$ cat src/pkg/imd_pkg.sv
// constants shared by the diagnostics and io control block
package imd_pkg;
  // byte addresses, the word sits at the even one
  localparam logic [6:0] ADR_NVM_CNT = 7'h00;
  localparam logic [6:0] ADR_PIN_IO  = 7'h32;
  localparam logic [6:0] ADR_MISC    = 7'h34;
  localparam logic [6:0] ADR_DIAG    = 7'h3C;

  localparam logic [15:0] MISC_RST     = 16'h0006;
  localparam logic [15:0] PIN_IO_RST   = 16'h0000;
  localparam logic [15:0] DIAG_RST     = 16'h0000;
  localparam logic [15:0] NVM_CNT_RST  = 16'h0000;
  localparam logic [15:0] MISC_WR_MASK = 16'h0C47;
  localparam logic [15:0] PIN_WR_MASK  = 16'h0F0F;

  // misc_control fields
  localparam int MISC_DR_LINE  = 0;
  localparam int MISC_DR_POL   = 1;
  localparam int MISC_DR_EN    = 2;
  localparam int MISC_POP      = 6;
  localparam int MISC_SELFTEST = 10;
  localparam int MISC_CSUM     = 11;

  // diagnostic_flags fields
  localparam int DIAG_FLASH  = 2;
  localparam int DIAG_SPI    = 3;
  localparam int DIAG_OVR    = 4;
  localparam int DIAG_ST     = 5;
  localparam int DIAG_CSUM   = 6;
  localparam int DIAG_ALM1   = 8;
  localparam int DIAG_ALM2   = 9;
  localparam int DIAG_AXIS   = 10;

  // pin_io_control fields
  localparam int PIN_DIR = 0;
  localparam int PIN_LVL = 8;
  localparam int LINES   = 4;

  // spi word layout
  localparam int WORD_BITS = 16;
  localparam int SPI_RW    = 15;

  // timing
  localparam int CLK_MHZ      = 250;
  localparam int CSUM_TIME_MS = 20;
  localparam int CSUM_CYC     = CSUM_TIME_MS * CLK_MHZ * 1000;
  localparam int ST_STEP_NS   = 1000;
  localparam int ST_STEP_CYC  = (ST_STEP_NS * CLK_MHZ + 999) / 1000;

  // self test: three gyro then three accel axes
  localparam int ST_AXES = 6;
  localparam int ST_LAST = ST_AXES - 1;
  localparam int ST_GYRO = 3;
  localparam logic [15:0] GYRO_LO  = 16'h0010;
  localparam logic [15:0] GYRO_HI  = 16'h4000;
  localparam logic [15:0] ACCEL_LO = 16'h0010;
  localparam logic [15:0] ACCEL_HI = 16'h4000;

  // program memory summed by the checksum test
  localparam int PROG_AW    = 8;
  localparam int PROG_WORDS = 256;

  typedef enum logic [2:0] {
    ST_IDLE   = 3'b001,
    ST_SETTLE = 3'b010,
    ST_CHECK  = 3'b100
  } imd_st_type;
endpackage

$ cat src/hdl/imd_spi_slave.sv
// spi mode 3 slave, oversampled by the system clock
module imd_spi_slave (
  // clock and reset
  input  wire logic        clock_i,
  input  wire logic        rst_n_i,
  // pins
  input  wire logic        cs_n_i,
  input  wire logic        sclk_i,
  input  wire logic        mosi_i,
  output logic             miso_o,
  // word side
  input  wire logic [15:0] tx_word_i,
  input  wire logic        tx_load_i,
  output logic [15:0]      word_o,
  output logic             word_valid_o,
  output logic             frame_err_o
);
  logic [2:0]  s1_r;
  logic [2:0]  s2_r;
  logic [2:0]  s3_r;
  logic [15:0] rx_r;
  logic [15:0] tx_r;
  logic [3:0]  cnt_r;

  wire cs_act  = ~s2_r[2];
  wire cs_fall = s3_r[2] & ~s2_r[2];
  wire cs_rise = ~s3_r[2] & s2_r[2];
  wire sck_up  = cs_act & s2_r[1] & ~s3_r[1];
  wire sck_dn  = cs_act & ~s2_r[1] & s3_r[1];
  wire last    = cnt_r == 4'(imd_pkg::WORD_BITS - 1);
  wire [15:0] rx_nxt = {rx_r[14:0], s2_r[0]};

  assign miso_o = tx_r[15];

  always_ff @(posedge clock_i or negedge rst_n_i) begin
    if (!rst_n_i) begin
      s1_r <= 3'h7;
      s2_r <= 3'h7;
      s3_r <= 3'h7;
    end else begin
      s1_r <= {cs_n_i, sclk_i, mosi_i};
      s2_r <= s1_r;
      s3_r <= s2_r;
    end
  end

  always_ff @(posedge clock_i or negedge rst_n_i) begin
    if (!rst_n_i) begin
      rx_r         <= 16'h0000;
      word_o       <= 16'h0000;
      word_valid_o <= 1'b0;
      cnt_r        <= 4'h0;
    end else begin
      word_valid_o <= sck_up & last;
      if (cs_fall) begin
        cnt_r <= 4'h0;
      end else if (sck_up) begin
        rx_r  <= rx_nxt;
        cnt_r <= cnt_r + 4'h1;
        if (last) begin
          word_o <= rx_nxt;
        end
      end
    end
  end

  // first falling edge of a word only launches the msb, so no shift there
  always_ff @(posedge clock_i or negedge rst_n_i) begin
    if (!rst_n_i) begin
      tx_r <= 16'h0000;
    end else if (cs_fall || tx_load_i) begin
      tx_r <= tx_word_i;
    end else if (sck_dn && cnt_r != 4'h0) begin
      tx_r <= {tx_r[14:0], 1'b0};
    end
  end

  // edge count not a whole number of words
  always_ff @(posedge clock_i or negedge rst_n_i) begin
    if (!rst_n_i) begin
      frame_err_o <= 1'b0;
    end else begin
      frame_err_o <= cs_rise & (cnt_r != 4'h0);
    end
  end
endmodule

$ cat src/hdl/imd_diag_io.sv
// diagnostics, self test, checksum and io line control behind the spi port

// Function
// - Writing misc bit 10 runs self test, windows each axis, reports diag bit 5.
// - Checksum bit 11 and self test bit 10 clear themselves when done.
// - misc_control resets to 0x0006: data ready on line one, active high.
// - misc bit 1 picks data ready polarity, 1 high while valid.
// - misc bit 2 enables data ready; bit 0 picks line two or one.
// - misc bit 6 enables point of percussion compensation.
// - Data ready shows invalid while output registers update.
// - Each diagnostic flag reads 1 for error or active, 0 normal.
// - Reading diagnostic_flags returns the flags, then clears all of them.
// - A persisting condition sets its flag again at end of next sample.
// - Diag bit 3 set when spi edges were not a multiple of 16.
// - Diag bits 15..13 accel Z,Y,X fail; bits 12..10 gyro Z,Y,X fail.
// - Diag bit 6 checksum, 4 overrange, 2 flash fail; 7,1,0 unused.
// - Read-only 16-bit counter counts flash writes from the three commands; writes in the same cycle count once.
// - misc bit 11 sums program memory, compares, sets diag bit 6; 20 ms.
// - Lines one, two: data ready beats alarm, alarm beats general io.
// - Line four serves external clock first; line three only general io.
// - pin_io_control bits 3..0 set direction of lines four..one, 1 output.
// - Bits 11..8 drive output levels; reads return sampled levels for input lines, stored levels for output lines.
module imd_diag_io #(
  parameter int CSUM_CYCLES = imd_pkg::CSUM_CYC
) (
  // clock and reset
  input  wire logic        clock_i,
  input  wire logic        rstn_i,
  // spi port
  input  wire logic        cs_n_i,
  input  wire logic        sclk_i,
  input  wire logic        mosi_i,
  output logic             miso_o,
  // io lines one to four
  input  wire logic [3:0]  io_i,
  output logic [3:0]       io_o,
  output logic [3:0]       io_oe_o,
  output logic             ext_sync_o,
  // sampling core
  input  wire logic        sample_tick_i,
  input  wire logic        update_busy_i,
  input  wire logic        ext_clk_sel_i,
  input  wire logic        overrange_i,
  output logic             pop_en_o,
  // alarms
  input  wire logic        alarm1_i,
  input  wire logic        alarm2_i,
  input  wire logic        alarm_out_en_i,
  input  wire logic        alarm_line_sel_i,
  input  wire logic        alarm_pol_i,
  // flash writes
  input  wire logic        flash_update_i,
  input  wire logic        restore_done_i,
  input  wire logic        bias_done_i,
  input  wire logic        flash_fail_i,
  // self test sensor access
  output logic             st_active_o,
  output logic [2:0]       st_axis_o,
  input  wire logic [15:0] st_resp_i,
  // program memory
  output logic             prog_rd_o,
  output logic [7:0]       prog_addr_o,
  input  wire logic [15:0] prog_data_i,
  input  wire logic [15:0] factory_sum_i
);
  localparam int CW = $clog2(CSUM_CYCLES + 1);

  function automatic logic [15:0] byte_wr(input logic [15:0] old, input logic [7:0] d,
                                          input logic hi, input logic [15:0] mask);
    logic [15:0] w;
    w = hi ? {d, old[7:0]} : {old[15:8], d};
    byte_wr = (w & mask) | (old & ~mask);
  endfunction

  // reset release
  logic [1:0] rst_sync_r;
  wire        rst_n = rst_sync_r[1];

  always_ff @(posedge clock_i or negedge rstn_i) begin
    if (!rstn_i) begin
      rst_sync_r <= 2'b00;
    end else begin
      rst_sync_r <= {rst_sync_r[0], 1'b1};
    end
  end

  // spi port
  logic [15:0] word;
  logic        word_valid;
  logic        frame_err;
  logic [15:0] tx_r;
  logic        tx_load_r;

  imd_spi_slave u_spi (
    .clock_i      (clock_i),
    .rst_n_i      (rst_n),
    .cs_n_i       (cs_n_i),
    .sclk_i       (sclk_i),
    .mosi_i       (mosi_i),
    .miso_o       (miso_o),
    .tx_word_i    (tx_r),
    .tx_load_i    (tx_load_r),
    .word_o       (word),
    .word_valid_o (word_valid),
    .frame_err_o  (frame_err)
  );

  // registers
  logic [15:0] misc_r;
  logic [15:0] misc_nxt;
  logic [15:0] pin_r;
  logic [15:0] diag_r;
  logic [15:0] diag_nxt;
  logic [15:0] set_vec;
  logic [15:0] nvm_r;
  logic [3:0]  io_s1_r;
  logic [3:0]  io_s2_r;

  // word decode
  wire [6:0] adr    = word[14:8];
  wire       wr_en  = word_valid & word[imd_pkg::SPI_RW];
  wire       rd_en  = word_valid & ~word[imd_pkg::SPI_RW];
  wire       hit_mi = adr[6:1] == imd_pkg::ADR_MISC[6:1];
  wire       hit_pi = adr[6:1] == imd_pkg::ADR_PIN_IO[6:1];
  wire       hit_dg = adr[6:1] == imd_pkg::ADR_DIAG[6:1];
  wire       hit_nv = adr[6:1] == imd_pkg::ADR_NVM_CNT[6:1];
  wire       diag_clr = rd_en & hit_dg;

  // gpio direction and level fields
  wire [3:0] pin_dir = pin_r[imd_pkg::PIN_DIR +: imd_pkg::LINES];
  wire [3:0] pin_lvl = pin_r[imd_pkg::PIN_LVL +: imd_pkg::LINES];

  // inputs read their pin, outputs their stored level
  logic [15:0] pin_rd;
  always_comb begin
    pin_rd = 16'h0000;
    pin_rd[imd_pkg::PIN_DIR +: imd_pkg::LINES] = pin_dir;
    pin_rd[imd_pkg::PIN_LVL +: imd_pkg::LINES] = (pin_lvl & pin_dir) | (io_s2_r & ~pin_dir);
  end

  wire [15:0] rd_word = hit_mi ? misc_r :
                        hit_pi ? pin_rd :
                        hit_dg ? diag_r :
                        hit_nv ? nvm_r  : 16'h0000;

  // answer goes out in the next word of the frame
  always_ff @(posedge clock_i or negedge rst_n) begin
    if (!rst_n) begin
      tx_r      <= 16'h0000;
      tx_load_r <= 1'b0;
    end else begin
      tx_load_r <= word_valid;
      if (word_valid) begin
        tx_r <= rd_en ? rd_word : 16'h0000;
      end
    end
  end

  // self test engine
  imd_pkg::imd_st_type st_state_r;
  imd_pkg::imd_st_type st_state_nxt;
  logic [2:0]  st_axis_r;
  logic [7:0]  st_cnt_r;
  logic [5:0]  st_fail_r;
  logic [5:0]  st_res_r;
  wire         st_gyro = st_axis_r < 3'(imd_pkg::ST_GYRO);
  wire [15:0]  st_lo   = st_gyro ? imd_pkg::GYRO_LO : imd_pkg::ACCEL_LO;
  wire [15:0]  st_hi   = st_gyro ? imd_pkg::GYRO_HI : imd_pkg::ACCEL_HI;
  wire         st_bad  = (st_resp_i < st_lo) | (st_resp_i > st_hi);
  wire [5:0]   st_upd  = st_fail_r | (6'(st_bad) << st_axis_r);
  wire         st_step = st_cnt_r == 8'(imd_pkg::ST_STEP_CYC - 1);
  wire         st_last = st_axis_r == 3'(imd_pkg::ST_LAST);
  wire         st_done = (st_state_r == imd_pkg::ST_CHECK) & st_last;

  always_comb begin
    case (st_state_r)
      imd_pkg::ST_IDLE:   st_state_nxt = misc_r[imd_pkg::MISC_SELFTEST] ?
                                         imd_pkg::ST_SETTLE : imd_pkg::ST_IDLE;
      imd_pkg::ST_SETTLE: st_state_nxt = st_step ? imd_pkg::ST_CHECK : imd_pkg::ST_SETTLE;
      imd_pkg::ST_CHECK:  st_state_nxt = st_last ? imd_pkg::ST_IDLE : imd_pkg::ST_SETTLE;
      default:            st_state_nxt = imd_pkg::ST_IDLE;
    endcase
  end

  always_ff @(posedge clock_i or negedge rst_n) begin
    if (!rst_n) begin
      st_state_r <= imd_pkg::ST_IDLE;
      st_axis_r  <= 3'h0;
      st_cnt_r   <= 8'h00;
      st_fail_r  <= 6'h00;
      st_res_r   <= 6'h00;
    end else begin
      st_state_r <= st_state_nxt;
      st_cnt_r   <= (st_state_r == imd_pkg::ST_SETTLE) ? st_cnt_r + 8'h01 : 8'h00;
      if (st_state_r == imd_pkg::ST_IDLE) begin
        st_axis_r <= 3'h0;
        st_fail_r <= 6'h00;
      end else if (st_state_r == imd_pkg::ST_CHECK) begin
        st_axis_r <= st_axis_r + 3'h1;
        st_fail_r <= st_upd;
      end
      if (st_done) begin
        st_res_r <= st_upd;
      end
    end
  end

  assign st_active_o = st_state_r != imd_pkg::ST_IDLE;
  assign st_axis_o   = st_axis_r;

  // checksum engine: sums the memory, then waits out the full test time
  logic          cs_busy_r;
  logic [CW-1:0] cs_cnt_r;
  logic [15:0]   cs_sum_r;
  logic          cs_bad_r;
  wire           cs_done = cs_busy_r & (cs_cnt_r == CW'(CSUM_CYCLES - 1));
  wire           cs_acc  = cs_busy_r & (cs_cnt_r != '0) &
                           (cs_cnt_r <= CW'(imd_pkg::PROG_WORDS));

  always_ff @(posedge clock_i or negedge rst_n) begin
    if (!rst_n) begin
      cs_busy_r <= 1'b0;
      cs_cnt_r  <= '0;
      cs_sum_r  <= 16'h0000;
      cs_bad_r  <= 1'b0;
    end else begin
      if (!cs_busy_r) begin
        cs_busy_r <= misc_r[imd_pkg::MISC_CSUM];
        cs_cnt_r  <= '0;
        cs_sum_r  <= 16'h0000;
      end else begin
        cs_busy_r <= ~cs_done;
        cs_cnt_r  <= cs_cnt_r + CW'(1);
      end
      if (cs_acc) begin
        cs_sum_r <= cs_sum_r + prog_data_i;
      end
      if (cs_done) begin
        cs_bad_r <= cs_sum_r != factory_sum_i;
      end
    end
  end

  assign prog_rd_o   = cs_busy_r & (cs_cnt_r < CW'(imd_pkg::PROG_WORDS));
  assign prog_addr_o = cs_cnt_r[imd_pkg::PROG_AW-1:0];

  // misc_control: done clears trigger, a fresh write still wins
  always_comb begin
    misc_nxt = misc_r;
    if (st_done) begin
      misc_nxt[imd_pkg::MISC_SELFTEST] = 1'b0;
    end
    if (cs_done) begin
      misc_nxt[imd_pkg::MISC_CSUM] = 1'b0;
    end
    if (wr_en && hit_mi) begin
      // unused bits are masked so a careless write cannot set them
      misc_nxt = byte_wr(misc_nxt, word[7:0], adr[0], imd_pkg::MISC_WR_MASK);
    end
  end

  // flags: persistent conditions reappear on each sample tick
  wire alm_any = alarm1_i | alarm2_i;
  wire st_any  = |st_res_r;
  always_comb begin
    set_vec = 16'h0000;
    if (sample_tick_i) begin
      set_vec[imd_pkg::DIAG_AXIS +: imd_pkg::ST_AXES] = st_res_r;
      set_vec[imd_pkg::DIAG_ST]   = st_any;
      set_vec[imd_pkg::DIAG_CSUM] = cs_bad_r;
      set_vec[imd_pkg::DIAG_OVR]  = overrange_i;
      set_vec[imd_pkg::DIAG_ALM1] = alarm1_i;
      set_vec[imd_pkg::DIAG_ALM2] = alarm2_i;
    end
    if (st_done) begin
      set_vec[imd_pkg::DIAG_AXIS +: imd_pkg::ST_AXES] = st_upd;
      set_vec[imd_pkg::DIAG_ST] = |st_upd;
    end
    if (cs_done) begin
      set_vec[imd_pkg::DIAG_CSUM] = cs_sum_r != factory_sum_i;
    end
    set_vec[imd_pkg::DIAG_SPI]   = set_vec[imd_pkg::DIAG_SPI] | frame_err;
    set_vec[imd_pkg::DIAG_FLASH] = set_vec[imd_pkg::DIAG_FLASH] | flash_fail_i;
  end

  // set beats the read clear so no event is lost
  assign diag_nxt = (diag_r & ~{16{diag_clr}}) | set_vec;

  always_ff @(posedge clock_i or negedge rst_n) begin
    if (!rst_n) begin
      misc_r <= imd_pkg::MISC_RST;
      pin_r  <= imd_pkg::PIN_IO_RST;
      diag_r <= imd_pkg::DIAG_RST;
      nvm_r  <= imd_pkg::NVM_CNT_RST;
    end else begin
      misc_r <= misc_nxt;
      diag_r <= diag_nxt;
      if (wr_en && hit_pi) begin
        pin_r <= byte_wr(pin_r, word[7:0], adr[0], imd_pkg::PIN_WR_MASK);
      end
      if (flash_update_i || restore_done_i || bias_done_i) begin
        nvm_r <= nvm_r + 16'h0001;
      end
    end
  end

  assign pop_en_o = misc_r[imd_pkg::MISC_POP];

  // io line arbitration
  wire       dr_en   = misc_r[imd_pkg::MISC_DR_EN];
  wire       dr_sel  = misc_r[imd_pkg::MISC_DR_LINE];
  wire       dr_ok   = ~update_busy_i;
  wire       dr_lvl  = misc_r[imd_pkg::MISC_DR_POL] ? dr_ok : ~dr_ok;
  wire       al_lvl  = alarm_pol_i ? alm_any : ~alm_any;
  wire [1:0] dr_own  = {dr_en & dr_sel, dr_en & ~dr_sel};
  wire [1:0] al_own  = ~dr_own & {2{alarm_out_en_i}} &
                       {alarm_line_sel_i, ~alarm_line_sel_i};
  wire [1:0] hi_own  = dr_own | al_own;
  // stored gpio bits stay, they are only masked off the pin
  wire [1:0] lo_oe   = hi_own | (~hi_own & pin_dir[1:0]);
  wire [1:0] lo_lvl  = ({2{dr_lvl}} & dr_own) | ({2{al_lvl}} & al_own) |
                       (pin_lvl[1:0] & ~hi_own);
  wire       l4_oe   = ~ext_clk_sel_i & pin_dir[3];
  wire [3:0] oe_nxt  = {l4_oe, pin_dir[2], lo_oe};
  wire [3:0] lvl_nxt = {pin_lvl[3:2], lo_lvl} & oe_nxt;

  always_ff @(posedge clock_i or negedge rst_n) begin
    if (!rst_n) begin
      io_s1_r    <= 4'h0;
      io_s2_r    <= 4'h0;
      io_o       <= 4'h0;
      io_oe_o    <= 4'h0;
      ext_sync_o <= 1'b0;
    end else begin
      io_s1_r    <= io_i;
      io_s2_r    <= io_s1_r;
      io_o       <= lvl_nxt;
      io_oe_o    <= oe_nxt;
      ext_sync_o <= ext_clk_sel_i & io_s2_r[3];
    end
  end
endmodule

$ cat config.mk
export PLATFORM = sky130hd
export DESIGN_NAME = imd_diag_io
export DESIGN_NICKNAME = d
export VERILOG_FILES = /design/src/pkg/imd_pkg.sv /design/src/hdl/imd_spi_slave.sv /design/src/hdl/imd_diag_io.sv
export SDC_FILE = /design/constraint.sdc
export NUM_CORES = 1
export LEC_CHECK = 0
export BUFFER_PORTS_ARGS = -buffer_cell sky130_fd_sc_hd__buf_2
export CAP_MARGIN = 5
export CORE_ASPECT_RATIO = 0.8
export CORE_MARGIN = 3
export CORE_UTILIZATION = 55
export CTS_CLUSTER_DIAMETER = 80
export DETAILED_ROUTE_END_ITERATION = 7
export HOLD_SLACK_MARGIN = 0.15
export PLACE_DENSITY_LB_ADDON = 0.25
export RECOVER_POWER = 50
export SYNTH_ARGS = -nofsm -noshare
export SYNTH_HDL_FRONTEND = slang
export SYNTH_SLANG_ARGS = --single-unit
$ cat constraint.sdc
create_clock -name clock_i -period 10.6 [get_ports clock_i]
set_clock_uncertainty 0.05 [all_clocks]
set_input_delay 1.06 -clock clock_i [delete_from_list [all_inputs] [get_ports clock_i]]
set_output_delay 1.06 -clock clock_i [all_outputs]
set_load 0.05 [all_outputs]
==> Yosys cells after proc, flatten, opt, wreduce, memory -nomap -nowiden <==
Index checks and enable logic that the tools add are counted.
{ "totals": {"reg_bits": 229, "inputBits": 70, "output_inout_bits": 24, "elab_cells": 162} }
{ "classes": {"n_addsub": 6, "magnitude_cmp": 4, "n_eq_ne": 13, "shifts": 1, "n_mux": 34, "bitwise": 57, "reduce_logical": 16} }
{ "ops": {"columns": ["cell", "count"], "rows": [
  ["16-bit two-way mux", 9],
  ["12-bit two-way mux", 3],
  ["12-bit by 16-bit OR with 16-bit output", 2],
  ["23-bit by 1-bit adder with 23-bit output, second input constant", 1],
  ["23-bit equality test, second input constant", 1],
  ["23-bit by 9-bit <= comparator with 1-bit output, second input constant", 1],
  ["23-bit by 9-bit < comparator with 1-bit output, second input constant", 1],
  ["23-bit two-way mux", 1],
  ["23-bit nonzero test", 1],
  ["1-bit bitwise AND", 20],
  ["6-bit by 5-bit equality test with 1-bit output, second input constant", 3],
  ["6-bit two-way mux", 3],
  ["16-bit by 1-bit adder with 16-bit output, second input constant", 1],
  ["16-bit adder", 1],
  ["16-bit bitwise AND", 1],
  ["16-bit by 15-bit greater-than comparator with 1-bit output, second input constant", 1],
  ["16-bit by 5-bit < comparator with 1-bit output, second input constant", 1],
  ["8-bit two-way mux", 2],
  ["16-bit inequality test", 1],
  ["16-bit NOT", 1],
  ["16-bit OR", 1],
  ["2-bit bitwise AND", 6],
  ["4-bit bitwise AND", 3],
  ["3-bit two-way mux", 4],
  ["other kinds (30)", 62]
]} }

==> Depth between registers and ports, before layout <==
{ "logic_depth": {"depth_word": 10, "ltp_mapped": 9, "ltp_nobuf": 8} }

==> By module <==
Synthesis repeated with hierarchy kept, for this count alone.
{ "unflattened": {"hier_cells": 931, "hier_area_um2": 10092.2} }
{ "modules_own_cells": {"columns": ["module", "n_inst", "cells_per_inst", "area_per_inst_um2"], "rows": [
  ["imd_diag_io", 1, 734, 7516.0],
  ["imd_spi_slave", 1, 197, 2576.2]
]} }

==> Worst setup path after synthesis <==
OpenSTA, ideal clock, no wires.
{ "synth_path": {"path_type": "in2reg", "from": "in prog_data_i[0]", "to": "reg cs_sum_r[12]", "t_arrival_ns": 2.830, "required_time_ns": 10.426, "slack_ns": 7.596, "cell_stages": 8, "n_path_buf": 0, "path_cell_list": "ha_1 > fa_1 > a211oi_1 > o21ai_1 > a31oi_4 > o21bai_2 > a21o_2 > a211o_1"} }
{ "synth_via": {"elab_chain_len": 2} }
{ "synth_rtl": {"columns": ["element", "line", "source"], "rows": [
  ["from (decl)", "imd_diag_io.sv:63", "input wire logic [15:0] prog_data_i,"],
  ["16-bit adder", "imd_diag_io.sv:236", "cs_sum_r <= cs_sum_r + prog_data_i;"],
  ["16-bit two-way mux", "imd_diag_io.sv:235", "if (cs_acc) begin"],
  ["to (signal assigned)", "imd_diag_io.sv:236", null],
  ["to (decl)", "imd_diag_io.sv:214", "logic [15:0] cs_sum_r;"]
]} }
No other way between the ends.
A chain may end at the register's enable or synchronous reset.

==> Worst setup path after layout <==
{ "layout_path": {"from": "reg cs_busy_r", "to": "out prog_rd_o"} }
{ "layout_via": {"elab_chain_len": 1} }
{ "layout_rtl": {"columns": ["element", "line", "source"], "rows": [
  ["from (decl)", "imd_diag_io.sv:212", "logic cs_busy_r;"],
  ["from (signal assigned)", "imd_diag_io.sv:228", "cs_busy_r <= misc_r[imd_pkg::MISC_CSUM];"],
  ["from (signal assigned)", "imd_diag_io.sv:232", "cs_busy_r <= ~cs_done;"],
  ["1-bit bitwise AND", "imd_diag_io.sv:244", "assign prog_rd_o = cs_busy_r & (cs_cnt_r < CW'(imd_pkg::PROG_WORDS));"],
  ["to (decl)", "imd_diag_io.sv:61", "output logic prog_rd_o,"]
]} }
No other way between the ends.

==> run metrics <==
average footprint of a synthesized cell=10.84 um^2; Critical Path Fanout Max=41; Worst path max stage delay=1120 ps; final worst slack=roughly 6400 ps; multi-input logic area=between 4000 and 5000 um^2; core area=16,970 um^2; Yosys top cell by area=dfrtp_1; failing checks=DRC, capacitance limit, slew limit; CTS root buf=clkbuf_16; DRT iter0 DRCs=577; Worst Path Buf+Inv=2; DRC Markers=2; vias per cell=5.665; Placer Congestion=0.8715; f_max=236.0 MHz; Clk pin slew, worst setup/hold paths=60 ps; vias in the first global route=between 6,000 and 7,000; status=finished with violations; critical-path cell list=clkbuf_1 -> nand2b_1 -> nand3b_1 -> nor4_2 -> nor2b_1 -> buf_2; Slew Viols, Final=115; diode count=0; top-area cell type share of the netlist area=50.15%; CTS Hold Buffers Added=0; relative max-transition margin=-89.15%; clk_lat worst skew=490 ps; MaxCap Viol Count=2; Hold WC Path Type=input port to async pin; H-tree Lvls=1; final hold viol count=0; initial antenna violation count=1; row count=42; Net Count, Synth=997; post-cts resize count=0; io pins=94; Final Total Pwr=1.671 mW; CP max stage cell=clkbuf_1; Mapped Cells=902; Worst Setup Start Kind=flip-flop; initial core utilization=approximately 58%; wire per inst=16.29 um; Synth top cells by count=dfrtp_1, nand2_1, xnor2_1; hpwl dp=between 10,000 and 15,000 um; fin crit period=4237 ps; Yosys reg bits=207; Max clock buf depth=3; dpl ws=about 7300 ps; antenna viol nets, final=0; Slew @ Worst Pin=about 2800 ps; crit path DAT=3130 ps; Power Dens Cells=between 150 and 200 nW/um^2; ys async rst share=100.0%; total area of sequential cells=5194 um^2; Leak=5.121 nW; Die H=~130 um; Routed Wire Length=19,800 um; Mapped Area=~10000 um^2; port buffer count=93; DR vias=6,889; CTS Buf Count=21; fin nets=1,078; die area=19,430 um^2; sum of negative setup slack=0 ps; Die W=about 160 um; Unique masters post-synth=64; Top delay family on crit path=buffers and inverters; number of synthesized flops with an enable pin=0; RSZ-0062 raised after global routing=no; WP data required=9490 ps; CP Class=flip-flop to primary output; most common cell in the synthesized netlist=dfrtp_1; Critical Path End Type=primary output; Ys Warns=0; register area share after synthesis=53.10%; GRT Overall Usage=20.66%; CTS tree=yes; Post-synth top flop=dfrtp_1; Final period util=39.97%; Setup Fix Bufs, Post-CTS=0; total gr overflow=0; DR pass1 iterations=8; largest net degree at the start of global routing=134; Layout fillers=roughly 1,400; Setup violations, final=0; area delta synth->final=12.69%; first-pass GRT wire length=33,660 um; cells taking the most area after synthesis=dfrtp_1, mux2_2, xnor2_1, ha_1, dfstp_2; ratio of cells with drive above 1 in the final layout=19.08%; clk sinks=between 200 and 250; maximum ir drop on the vdd rail=0.00009348 V
[cell usage in the layout (no fill, tap or decap), types with 18 or more instances in the layout]
cell type	netlist	layout
a21oi_1	39	38
and2_1	30	19
buf_2	7	91
clkbuf_16	0	21
dfrtp_1	196	196
ha_1	24	24
inv_1	40	40
mux2_2	46	46
mux2i_1	19	19
nand2_1	59	59
nand3_1	45	45
nor2_1	44	44
o21ai_0	41	41
o22ai_1	18	18
xnor2_1	53	53
[report_power, final]
group | internal [mW] | leakage, nW | switching [mW] | total [mW]
clock | 0.417 | 0.322 | 0.291 | 0.708
sequential | 0.820 | 2.53 | 0.0323 | 0.852
combinational | 0.0546 | 2.27 | 0.0562 | 0.111
total | 1.29 | 5.12 | 0.380 | 1.67
[final cells by class]
cell class / instances / share of cell area, %
sequential: 207 / 47.12
multi-input combinational: 614 / 38.48
clock buffer: 32 / 5.506
timing repair buffer: 99 / 4.620
tap: 220 / 2.497
inverter: 40 / 1.362
clock inverter: 4 / 0.4087
[cell families (layout without fill, tap and decap cells)]
family	count (synthesis)	count (layout)	synth area share (%)
compound gates	176	176	11.69
xor+xnor	70	70	6.268
fa+ha+maj	25	25	3.275
buf+inv	81	175	3.518
flops	207	207	53.10
mux	65	65	7.241
other cells	1	1	0.03834
simple gates	277	277	14.87
[metal layers]
metal  vias up  track usage (%)  wire [um]
li1       3349                -          -
met1      3329            32.72       9816
met2       180            29.85       8466
met3        29            4.318       1199
met4         2            3.634        308
met5         -                0         13
[through the flow]
step	instance area, um^2	instances	hold slack, ps	util (%)
6_report	11020	1216	294.9	64.93
5_1_grt	11020	1216	282.8	64.93
3_3_place_gp	10400	1180	282.1	61.26
3_5_place_dp	10400	1180	284.7	61.26
4_1_cts	11050	1216	279.0	65.10
2_1_floorplan	9781	902	281.2	-
[state kept, by name, summed over array words and instances (netlist names), 4 cells and up]
signal and flops:
st_res_r 6, u_spi.rx_r 15, tx_r 16, cs_sum_r 16
diag_r 16, st_cnt_r 8, u_spi.word_o 13, io_s1_r 4
misc_r 6, st_fail_r 6, io_oe_o 4, pin_r 8
io_s2_r 4, u_spi.tx_r 16, nvm_r 16, cs_cnt_r 23
io_o 4, u_spi.cnt_r 4
[final timing paths]
check | end | slack (ps) | cells after the start | startpoint
max | prog_rd_o | 6360 | 6 | cs_busy_r$_DFF_PN0_
min | rst_sync_r[1]$_DFF_PN0_ | 290 | 1 | rstn_i
max reg2reg | cs_sum_r[12]$_DFFE_PN0P_ | 7290 | 7 | cs_busy_r$_DFF_PN0_
min reg2reg | io_s2_r[2]$_DFF_PN0_ | 290 | 0 | io_s1_r[2]$_DFF_PN0_
max in group asynchronous | u_spi.word_o[9]$_DFFE_PN0P_ | 7690 | 1 | rst_sync_r[1]$_DFF_PN0_
min in group clock_i | io_s2_r[2]$_DFF_PN0_ | 300 | 0 | io_s1_r[2]$_DFF_PN0_
(Power assumes the default switching activity.)
